## src/rtl/fmsc_defs.vh

```
// Register offsets, field positions, codes and reset values of the bank.
`ifndef FMSC_DEFS_VH
`define FMSC_DEFS_VH

// ----------------------------------------------------------------------
// Register word offsets
// ----------------------------------------------------------------------
`define FMSC_OFF_STATE      6'h00
`define FMSC_OFF_ETH        6'h01
`define FMSC_OFF_ADDR       6'h02
`define FMSC_OFF_CTRL       6'h03
`define FMSC_OFF_DIAG0      6'h04
`define FMSC_OFF_ENA0       6'h08
`define FMSC_OFF_IRQ_STAT   6'h0C
`define FMSC_OFF_IRQ_MASK   6'h0D

// ----------------------------------------------------------------------
// Field positions
// ----------------------------------------------------------------------
`define FMSC_CTRL_STOP      0
`define FMSC_CTRL_RUN       1
`define FMSC_CTRL_CLEAR     2
`define FMSC_CTRL_HOT_STANDBY      3
`define FMSC_ETH_RSVD       2
`define FMSC_IRQ_DIAG       0
`define FMSC_IRQ_NSTATE     1
`define FMSC_IRQ_HEALTH     2
`define FMSC_IRQ_ETH        3

// ----------------------------------------------------------------------
// Module operating state codes
// ----------------------------------------------------------------------
`define FMSC_OP_INIT        8'h00
`define FMSC_OP_UNCFG       8'h01
`define FMSC_OP_UNCONN      8'h02
`define FMSC_OP_STOP        8'h03
`define FMSC_OP_RUN         8'h04
`define FMSC_OP_CLEAR       8'h05

// ----------------------------------------------------------------------
// Redundancy role codes
// ----------------------------------------------------------------------
`define FMSC_RED_ALONE      8'h01
`define FMSC_RED_PRI        8'h02
`define FMSC_RED_PRI_SB     8'h03
`define FMSC_RED_SB         8'h04
`define FMSC_RED_SB_PRI     8'h05

// ----------------------------------------------------------------------
// Network state codes
// ----------------------------------------------------------------------
`define FMSC_NS_IDLE        8'h00
`define FMSC_NS_NOCFG       8'h01
`define FMSC_NS_OFFLINE     8'h02
`define FMSC_NS_STOP        8'h03
`define FMSC_NS_OPERATE     8'h05
`define FMSC_NS_CLEAR       8'h06

// ----------------------------------------------------------------------
// Network health codes
// ----------------------------------------------------------------------
`define FMSC_NH_IDLE        8'h00
`define FMSC_NH_NETERR      8'h01
`define FMSC_NH_FAULT       8'h02
`define FMSC_NH_ERROR       8'h03
`define FMSC_NH_BOTH        8'h04

// ----------------------------------------------------------------------
// Reset values and node count
// ----------------------------------------------------------------------
`define FMSC_RST_CTRL       4'h0
`define FMSC_RST_IRQ        4'h0
`define FMSC_RST_ETH        8'hFB
`define FMSC_NODES          127

`endif

```

## src/rtl/fmsc_bank.v

```verilog
// Status and control register bank of the fieldbus master, Avalon-MM slave.
//
// Design decisions made here: register access over Avalon-MM and the register offsets.
`timescale 1ns/1ns
`include "fmsc_defs.vh"
module fmsc_bank (
    // Clock and reset
    input  wire         clk,
    input  wire         rst,
    // Avalon-MM register slave
    input  wire [5:0]   avs_address,
    input  wire         avs_read,
    input  wire         avs_write,
    input  wire [31:0]  avs_writedata,
    input  wire [3:0]   avs_byteenable,
    output reg  [31:0]  avs_readdata,
    output wire         avs_waitrequest,
    // Module condition from the firmware side
    input  wire         init_done,
    input  wire         cfg_loaded,
    input  wire         net_connected,
    input  wire         role_primary,
    input  wire         partner_present,
    input  wire         net_error,
    input  wire         slave_fault,
    input  wire         slave_error,
    input  wire [126:0] node_diag_waiting,
    input  wire [126:0] node_configured,
    input  wire [31:0]  module_net_address,
    // Ethernet service conditions
    input  wire         ring_ok,
    input  wire         time_sync_ok,
    input  wire         net_mgmt_ok,
    input  wire         file_fetch_fail,
    input  wire         upgrade_refused,
    input  wire         web_page_missing,
    input  wire         event_log_disrupted,
    // Outcomes toward the fieldbus engine
    output reg  [7:0]   network_state_code,
    output reg  [126:0] node_exchange_permit,
    output wire         hot_standby_active,
    // Interrupt
    output wire         irq
);

    // ------------------------------------------------------------------
    // Registers
    // ------------------------------------------------------------------
    reg  [3:0]   ctrl_q;
    reg  [127:0] ena_q;
    reg  [3:0]   irq_stat_q;
    reg  [3:0]   irq_mask_q;
    reg  [3:0]   irq_stat_d;
    reg  [126:0] diag_q;
    reg  [7:0]   op_state_q;
    reg  [7:0]   red_role_q;
    reg  [7:0]   health_q;
    reg  [7:0]   eth_q;
    reg  [31:0]  addr_q;
    reg          ack_q;
    reg  [7:0]   ns_d;
    reg  [7:0]   op_d;
    reg  [7:0]   red_d;
    reg  [7:0]   nh_d;
    reg  [7:0]   eth_d;
    reg  [31:0]  rd_d;
    reg  [3:0]   events;
    wire         req;
    wire         wr_go;
    wire [31:0]  bmask;

    assign req   = avs_read | avs_write;
    assign wr_go = avs_write & ack_q;
    assign bmask = {{8{avs_byteenable[3]}}, {8{avs_byteenable[2]}},
                    {8{avs_byteenable[1]}}, {8{avs_byteenable[0]}}};

    // ------------------------------------------------------------------
    // Bus handshake
    // ------------------------------------------------------------------
    // Every access waits exactly one cycle, so read data is registered.
    // The first edge of a request captures the read word and sets the
    // acknowledge; the second edge completes it and lets a write land.
    // A master that holds its request keeps seeing one wait per access.
    assign avs_waitrequest = req & ~ack_q;

    always @(posedge clk or posedge rst) begin
        if (rst) begin
            ack_q        <= 1'b0;
            avs_readdata <= 32'h0000_0000;
        end else begin
            ack_q <= req & ~ack_q;
            if (avs_read && !ack_q) begin
                avs_readdata <= rd_d;
            end
        end
    end

    // ------------------------------------------------------------------
    // Network state selection
    // ------------------------------------------------------------------
    // Priority order makes a multi-bit request harmless, though the
    // host is still expected to set one bit at a time.
    // code four unused
    // No branch below yields code four, so that value never appears.
    always @* begin
        if (!init_done) begin
            ns_d = `FMSC_NS_IDLE;
        end else if (!cfg_loaded) begin
            ns_d = `FMSC_NS_NOCFG;
        end else if (ctrl_q[`FMSC_CTRL_STOP]) begin
            ns_d = `FMSC_NS_STOP;
        end else if (ctrl_q[`FMSC_CTRL_RUN]) begin
            ns_d = `FMSC_NS_OPERATE;
        end else if (ctrl_q[`FMSC_CTRL_CLEAR]) begin
            ns_d = `FMSC_NS_CLEAR;
        end else begin
            ns_d = `FMSC_NS_OFFLINE;
        end
    end

    // ------------------------------------------------------------------
    // Operating state, role and health codes
    // ------------------------------------------------------------------
    always @* begin
        // operating state code
        // A connected network that sits offline reports the unconnected
        // code, since no connected code exists for that state.
        if (!init_done) begin
            op_d = `FMSC_OP_INIT;
        end else if (!cfg_loaded) begin
            op_d = `FMSC_OP_UNCFG;
        end else if (!net_connected) begin
            op_d = `FMSC_OP_UNCONN;
        end else begin
            case (ns_d)
                `FMSC_NS_STOP:    op_d = `FMSC_OP_STOP;
                `FMSC_NS_OPERATE: op_d = `FMSC_OP_RUN;
                `FMSC_NS_CLEAR:   op_d = `FMSC_OP_CLEAR;
                default:          op_d = `FMSC_OP_UNCONN;
            endcase
        end
        if (!ctrl_q[`FMSC_CTRL_HOT_STANDBY]) begin
            red_d = `FMSC_RED_ALONE;
        end else if (role_primary) begin
            red_d = partner_present ? `FMSC_RED_PRI_SB : `FMSC_RED_PRI;
        end else begin
            red_d = partner_present ? `FMSC_RED_SB_PRI : `FMSC_RED_SB;
        end
        if (net_error) begin
            nh_d = `FMSC_NH_NETERR;
        end else if (slave_fault && slave_error) begin
            nh_d = `FMSC_NH_BOTH;
        end else if (slave_fault) begin
            nh_d = `FMSC_NH_FAULT;
        end else if (slave_error) begin
            nh_d = `FMSC_NH_ERROR;
        end else begin
            nh_d = `FMSC_NH_IDLE;
        end
        // one bit per service, reserved bit low
        eth_d = {~event_log_disrupted, ~web_page_missing, ~upgrade_refused,
                 ~file_fetch_fail, net_mgmt_ok, 1'b0, time_sync_ok,
                 ring_ok};
    end

    // ------------------------------------------------------------------
    // Status capture and event detection
    // ------------------------------------------------------------------
    // Status words are held in flops so a bus read never sees them move
    // in the middle of the cycle that returns them.
    // re-evaluated every cycle
    always @(posedge clk or posedge rst) begin
        if (rst) begin
            diag_q             <= {127{1'b0}};
            op_state_q         <= `FMSC_OP_INIT;
            red_role_q         <= `FMSC_RED_ALONE;
            network_state_code <= `FMSC_NS_IDLE;
            health_q           <= `FMSC_NH_IDLE;
            eth_q              <= `FMSC_RST_ETH;
            addr_q             <= 32'h0000_0000;
        end else begin
            diag_q             <= node_diag_waiting;
            op_state_q         <= op_d;
            red_role_q         <= red_d;
            network_state_code <= ns_d;
            health_q           <= nh_d;
            eth_q              <= eth_d;
            addr_q             <= module_net_address;
        end
    end

    // Events compare the freshly computed codes against the held ones.
    // A diagnostics bit rising, a service bit falling or any change of the
    // network state or health code counts, so a health fault that clears again raises a second interrupt.
    always @* begin
        events = 4'h0;
        events[`FMSC_IRQ_DIAG]   = |(node_diag_waiting & ~diag_q);
        events[`FMSC_IRQ_NSTATE] = (ns_d != network_state_code);
        events[`FMSC_IRQ_HEALTH] = (nh_d != health_q);
        events[`FMSC_IRQ_ETH]    = |(eth_q & ~eth_d);
    end

    // ------------------------------------------------------------------
    // Node exchange permission
    // ------------------------------------------------------------------
    // The permit is registered so the fieldbus engine sees one clean
    // level per cycle, at the cost of one cycle of lag.
    // enable gates exchange
    genvar n;
    generate
        for (n = 0; n < `FMSC_NODES; n = n + 1) begin : g_node
            always @(posedge clk or posedge rst) begin
                if (rst) begin
                    node_exchange_permit[n] <= 1'b0;
                end else begin
                    node_exchange_permit[n] <= ena_q[n] & node_configured[n];
                end
            end
        end
    endgenerate

    assign hot_standby_active = ctrl_q[`FMSC_CTRL_HOT_STANDBY];

    // ------------------------------------------------------------------
    // Register writes
    // ------------------------------------------------------------------
    // A new event beats a write-one-to-clear in the same cycle.
    // Losing an event to a clear would hide it from software for good.
    always @* begin
        irq_stat_d = irq_stat_q;
        if (wr_go && avs_address == `FMSC_OFF_IRQ_STAT) begin
            irq_stat_d = irq_stat_q & ~(avs_writedata[3:0] & bmask[3:0]);
        end
        irq_stat_d = irq_stat_d | events;
    end

    always @(posedge clk or posedge rst) begin
        if (rst) begin
            ctrl_q     <= `FMSC_RST_CTRL;
            ena_q      <= {128{1'b0}};
            irq_stat_q <= `FMSC_RST_IRQ;
            irq_mask_q <= `FMSC_RST_IRQ;
        end else begin
            irq_stat_q <= irq_stat_d;
            // Writes land on the completing edge, merged per byte lane.
            if (wr_go) begin
                case (avs_address)
                    `FMSC_OFF_CTRL: begin
                        ctrl_q <= (ctrl_q & ~bmask[3:0])
                                | (avs_writedata[3:0] & bmask[3:0]);
                    end
                    `FMSC_OFF_IRQ_MASK: begin
                        irq_mask_q <= (irq_mask_q & ~bmask[3:0])
                                    | (avs_writedata[3:0] & bmask[3:0]);
                    end
                    `FMSC_OFF_ENA0: begin
                        ena_q[31:0] <= (ena_q[31:0] & ~bmask)
                                     | (avs_writedata & bmask);
                    end
                    `FMSC_OFF_ENA0 + 6'h01: begin
                        ena_q[63:32] <= (ena_q[63:32] & ~bmask)
                                      | (avs_writedata & bmask);
                    end
                    `FMSC_OFF_ENA0 + 6'h02: begin
                        ena_q[95:64] <= (ena_q[95:64] & ~bmask)
                                      | (avs_writedata & bmask);
                    end
                    `FMSC_OFF_ENA0 + 6'h03: begin
                        // Bit 127 has no node and stays zero.
                        ena_q[127:96] <= ((ena_q[127:96] & ~bmask)
                                       | (avs_writedata & bmask))
                                       & 32'h7FFF_FFFF;
                    end
                    default: begin
                        ctrl_q <= ctrl_q;
                    end
                endcase
            end
        end
    end

    // ------------------------------------------------------------------
    // Read multiplexer
    // ------------------------------------------------------------------
    // Unmapped addresses read as zero and ignore writes.
    // Bit 127 of each vector has no node behind it and reads as zero.
    always @* begin
        case (avs_address)
            `FMSC_OFF_STATE:
                rd_d = {health_q, network_state_code, red_role_q, op_state_q};
            `FMSC_OFF_ETH:          rd_d = {24'h000000, eth_q};
            `FMSC_OFF_ADDR:         rd_d = addr_q;
            `FMSC_OFF_CTRL:         rd_d = {28'h0000000, ctrl_q};
            `FMSC_OFF_DIAG0:        rd_d = diag_q[31:0];
            `FMSC_OFF_DIAG0 + 6'h01: rd_d = diag_q[63:32];
            `FMSC_OFF_DIAG0 + 6'h02: rd_d = diag_q[95:64];
            `FMSC_OFF_DIAG0 + 6'h03: rd_d = {1'b0, diag_q[126:96]};
            `FMSC_OFF_ENA0:         rd_d = ena_q[31:0];
            `FMSC_OFF_ENA0 + 6'h01: rd_d = ena_q[63:32];
            `FMSC_OFF_ENA0 + 6'h02: rd_d = ena_q[95:64];
            `FMSC_OFF_ENA0 + 6'h03: rd_d = ena_q[127:96];
            `FMSC_OFF_IRQ_STAT:     rd_d = {28'h0000000, irq_stat_q};
            `FMSC_OFF_IRQ_MASK:     rd_d = {28'h0000000, irq_mask_q};
            default:                rd_d = 32'h0000_0000;
        endcase
    end

    // ------------------------------------------------------------------
    // Interrupt output
    // ------------------------------------------------------------------
    // The level stays high until software clears every unmasked bit.
    assign irq = |(irq_stat_q & irq_mask_q);

endmodule // fmsc_bank

```

## config.mk

```make
export PLATFORM = sky130hd
export DESIGN_NAME = fmsc_bank
export DESIGN_NICKNAME = d
export VERILOG_FILES = /design/src/rtl/fmsc_bank.v
export VERILOG_INCLUDE_DIRS = /design/src /design/src/rtl
export SDC_FILE = /design/constraint.sdc
export NUM_CORES = 1
export LEC_CHECK = 0
export BUFFER_PORTS_ARGS = -buffer_cell sky130_fd_sc_hd__buf_2
export CAP_MARGIN = 15
export CORE_MARGIN = 2
export CORE_UTILIZATION = 36
export DETAILED_ROUTE_END_ITERATION = 10
export SKIP_LAST_GASP = 1
export SLEW_MARGIN = 20
export SYNTH_ARGS = -nofsm -noshare
export SYNTH_HDL_FRONTEND = slang
export SYNTH_SLANG_ARGS = --single-unit
```

## constraint.sdc

```tcl
create_clock -name clk -period 19.1 [get_ports clk]
set_input_delay 1.91 -clock clk [delete_from_list [all_inputs] [get_ports clk]]
set_output_delay 1.91 -clock clk [all_outputs]
set_load 0.01 [all_outputs]
```

==> results by group <==
STA
  • Share of the cycle needed by the critical path after routing: 22.93%
  • Final Critical Period: 4.380 ns
  • Total count of max-transition violations in the final report: 0
  • Sum Neg Setup Slack: 0 ns
  • Slew headroom: 22.41%
  • Setup slack after layout: 14.72 ns
  • Worst Skew: 0.01641 ns
  • Hold Fails Final Rpt: 0
  • Unrepaired setup endpoints after global routing: no
  • Measured slew at the worst slew-check pin: 1.161 ns
  • Setup violations, final: 0
  • Upper clock frequency limit: 0.2283 GHz

Critical path
  • Element type at the critical path end: output pin
  • Type of the worst setup path: primary input to output pin
  • Worst path cell trace: buf_2 -> nor2_1 -> nor2_1 -> buf_2
  • Crit path launch: avs_write
  • End point of the critical path: avs_waitrequest
  • Worst reg2reg endpoint: irq_stat_q[0]
  • R2R depth: 5
  • Endpoint arrival time on the critical path: 2.47 ns
  • Data required, critical path: 17.19 ns
  • Startpoint kind of the worst setup timing path: primary input
  • Startpoint of the lowest-slack register-to-register path: diag_q[41]
  • Flop-to-flop setup slack: 16.19 ns
  • Slowest cell on crit path: sky130_fd_sc_hd__buf_2
  • Delay of the slowest critical-path stage: 0.21 ns
  • Worst-path maximum fanout: 6

Synthesis
  • Share of the synthesized area in the top cell type: 63.79%
  • Top cells by instance count after synthesis: 469 x sky130_fd_sc_hd__dfrtp_1, 133 x sky130_fd_sc_hd__mux2_2, 132 x sky130_fd_sc_hd__and2_1
  • Mean instance size in the synthesized netlist: 13.41 um^2
  • Most frequent cell after synthesis: sky130_fd_sc_hd__dfrtp_1
  • Post-Syn Instances: 1372
  • Yosys cell types: 64
  • Sequential area share after synthesis: 64.93%
  • EDFF count, synth: 0
  • Number of register bits inferred by synthesis: 477
  • Dominant cells by area after synthesis: sky130_fd_sc_hd__dfrtp_1 64%, sky130_fd_sc_hd__mux2_2 8.1%, sky130_fd_sc_hd__and2_1 4.5%, sky130_fd_sc_hd__a22oi_1 2.9%, sky130_fd_sc_hd__inv_1 1.7%
  • Warnings from Yosys: 0
  • Most frequently used flop master after synthesis: sky130_fd_sc_hd__dfrtp_1
  • Netlist Area Pre-Place: 0.01840 mm^2
  • Synth area leader: sky130_fd_sc_hd__dfrtp_1
  • Fraction of registers with async set/reset: 100.0%

GRT
  • Number of antenna violations at the first check in global routing: 29
  • Overall global routing resource usage: 28.26%
  • Via count of the first global-routing pass: 14890
  • Global-route congestion overflow total: 0
  • Global-route wire length before repair: 105800 um
  • Pin count of the biggest net entering global routing: 170

Clock network
  • Post-CTS Repair Setup Buffers: 0
  • CTS H-tree depth: 2
  • Sinks on Clock Net: 477
  • Buffer type at the clock tree root: sky130_fd_sc_hd__clkbuf_16
  • CTS hold repair buffers: 0
  • Clock slew seen by the registers of the worst setup and hold paths: 0.06 ns
  • Clock insertion delay at the later pin of the skew report: 0.60 ns
  • Number of buffers inserted during clock tree synthesis: 52
  • TritonCTS clock tree: yes
  • Post-cts repair resize count: 0
  • Number of buffers between clock root and the deepest sink: 3

Floorplan
  • Area enclosed by the die boundary: 0.05293 mm^2
  • Initial Utilization: 36.60%
  • Core ar.: 0.05027 mm^2
  • Count of boundary I/O pins: 517
  • # rows: 82
  • DIE HEIGHT: 230.1 um
  • Overall die width: 230.1 um

Flow run
  • Maximum capacitance violations: 0

Place
  • Total half-perimeter wirelength after legalization and detailed placement: 56790 um
  • Quantity of I/O buffers inserted on ports: 511
  • Global placer's final weighted congestion: 0.9120
  • Post-Place Worst Slack: 14.17 ns

Finish
  • Area of combinational cells with multiple inputs: 0.005934 mm^2
  • Share of the core filled with cells in the final layout: 47.05%
  • Count of nets after finishing: 2256
  • Fraction of layout instances using a drive strength above 1: 40.81%
  • Layout fillers: 4654
  • Layout Area Growth over Synthesis: 28.57%
  • Reg area: 0.01195 mm^2

Power
  • Max IR drop VDD: 0.06125 mV
  • Pwr dens: 98.95 mW/mm^2
  • Leakage power of the design: 12.07 nW

Route
  • Detailed-router iteration count before antenna repair: 7
  • Via count normalized by instance count: 5.364
  • Sum of routed wire length over all layers: 75550 um
  • Number of remaining DRC errors: 0
  • First DRT Iteration DRCs: 1359
  • Number of nets with antenna violations after routing: 0
  • Overall via count from detail_route: 14190
  • Final routed wire length divided by cell count: 28.56 um

Outcome
  • Run status: complete, no violations

Worst hold path
  • Worst min-delay path category: register to register
cells in the final DEF (no fill, tap or decap), drive strengths merged, types with 4 or more instances in the layout:
cell type  instances
buf              528
dfrtp            469
mux2             139
and2             132
inv               84
a22oi             72
clkbuf            70
nor2b             46
nand2             43
a22o              33
nor2              31
o22ai             30
diode             25
a222oi            20
a2111oi           19
nand3             17
nand4             17
mux2i             14
nor4              13
a21oi             13
clkinv            12
o21ai             11
nor3              11
nand2b            10
a221oi             9
bufinv             9
and3               8
and2b              8
a32oi              8
a221o              8
dfstp              8
a2bb2oi            7
conb               5
a31oi              4
a211oi             4
through the flow:
stage | cell area (um^2) | std cells | total power, W | hold WS (ns)
floorplan | 18410 | 1376 | 0.001161 | 0.4637
finish | 23650 | 2645 | 0.002341 | 0.4984
global placement | 21730 | 2525 | 0.001260 | 0.4645
CTS | 23590 | 2620 | 0.002360 | 0.4895
detailed placement | 21730 | 2525 | 0.001264 | 0.4752
global route | 23630 | 2635 | 0.002417 | 0.5282
power by group:
| part | internal, W | switching (W) | total [W] |
|---|---|---|---|
| Clock | 0.000668 | 0.000427 | 0.00110 |
| Combinational | 0.0000642 | 0.0000920 | 0.000156 |
| Sequential | 0.00105 | 0.0000376 | 0.00109 |
layout make-up:
cell class | instances | area share [%]
Antenna cell | 25 | 0.2645
Clock buffer | 70 | 6.300
Clock inverter | 25 | 1.534
Inverter | 82 | 1.333
Multi-Input combinational cell | 766 | 25.09
Sequential cell | 477 | 50.51
Tap cell | 672 | 3.555
Timing Repair Buffer | 528 | 11.42
worst min path at each step:
stage | startpoint | to | slack [ns] | depth (start not counted)
2_1_floorplan | register | node_exchange_permit[108] | 0.46 | 1
3_3_place_gp | avs_readdata[7] | avs_readdata[7] | 0.46 | 2
3_5_place_dp | avs_readdata[7] | avs_readdata[7] | 0.48 | 2
4_1_cts | avs_readdata[7] | avs_readdata[7] | 0.49 | 2
5_1_grt | avs_readdata[13] | avs_readdata[13] | 0.53 | 1
6_report | avs_readdata[7] | avs_readdata[7] | 0.50 | 2
routing by layer:
layer  up-vias  routed length (um)  global-route usage, %
met3       133                6157                  7.813
met5         -                  85                      0
met4        14                2734                  12.04
li1       6038                   -                      -
met2       710               36270                  46.05
met1      7294               30300                  35.33
cells by family (layout without fill, tap and decap cells):
| kind of cell | Yosys count | in the layout | share of synthesized area, % |
|---|---|---|---|
| adders and majority gates | 2 | 2 | 0.1360 |
| xor gates and xnor gates | 6 | 6 | 0.2857 |
| buffers and inverters | 133 | 705 | 3.115 |
| DFF | 477 | 477 | 64.93 |
| and+or+nand+nor | 348 | 348 | 11.41 |
| muxes | 153 | 153 | 9.270 |
| other | 1 | 30 | 0.02038 |
| AOI/OAI and AO/OA | 252 | 252 | 10.83 |
critical path: cells and delay by family:
kind / cells / cell delay (ns)
buffers and inverters: 2 / 0.36
and+or+nand+nor: 2 / 0.20
No activity file was read; power rests on OpenSTA's default activity.
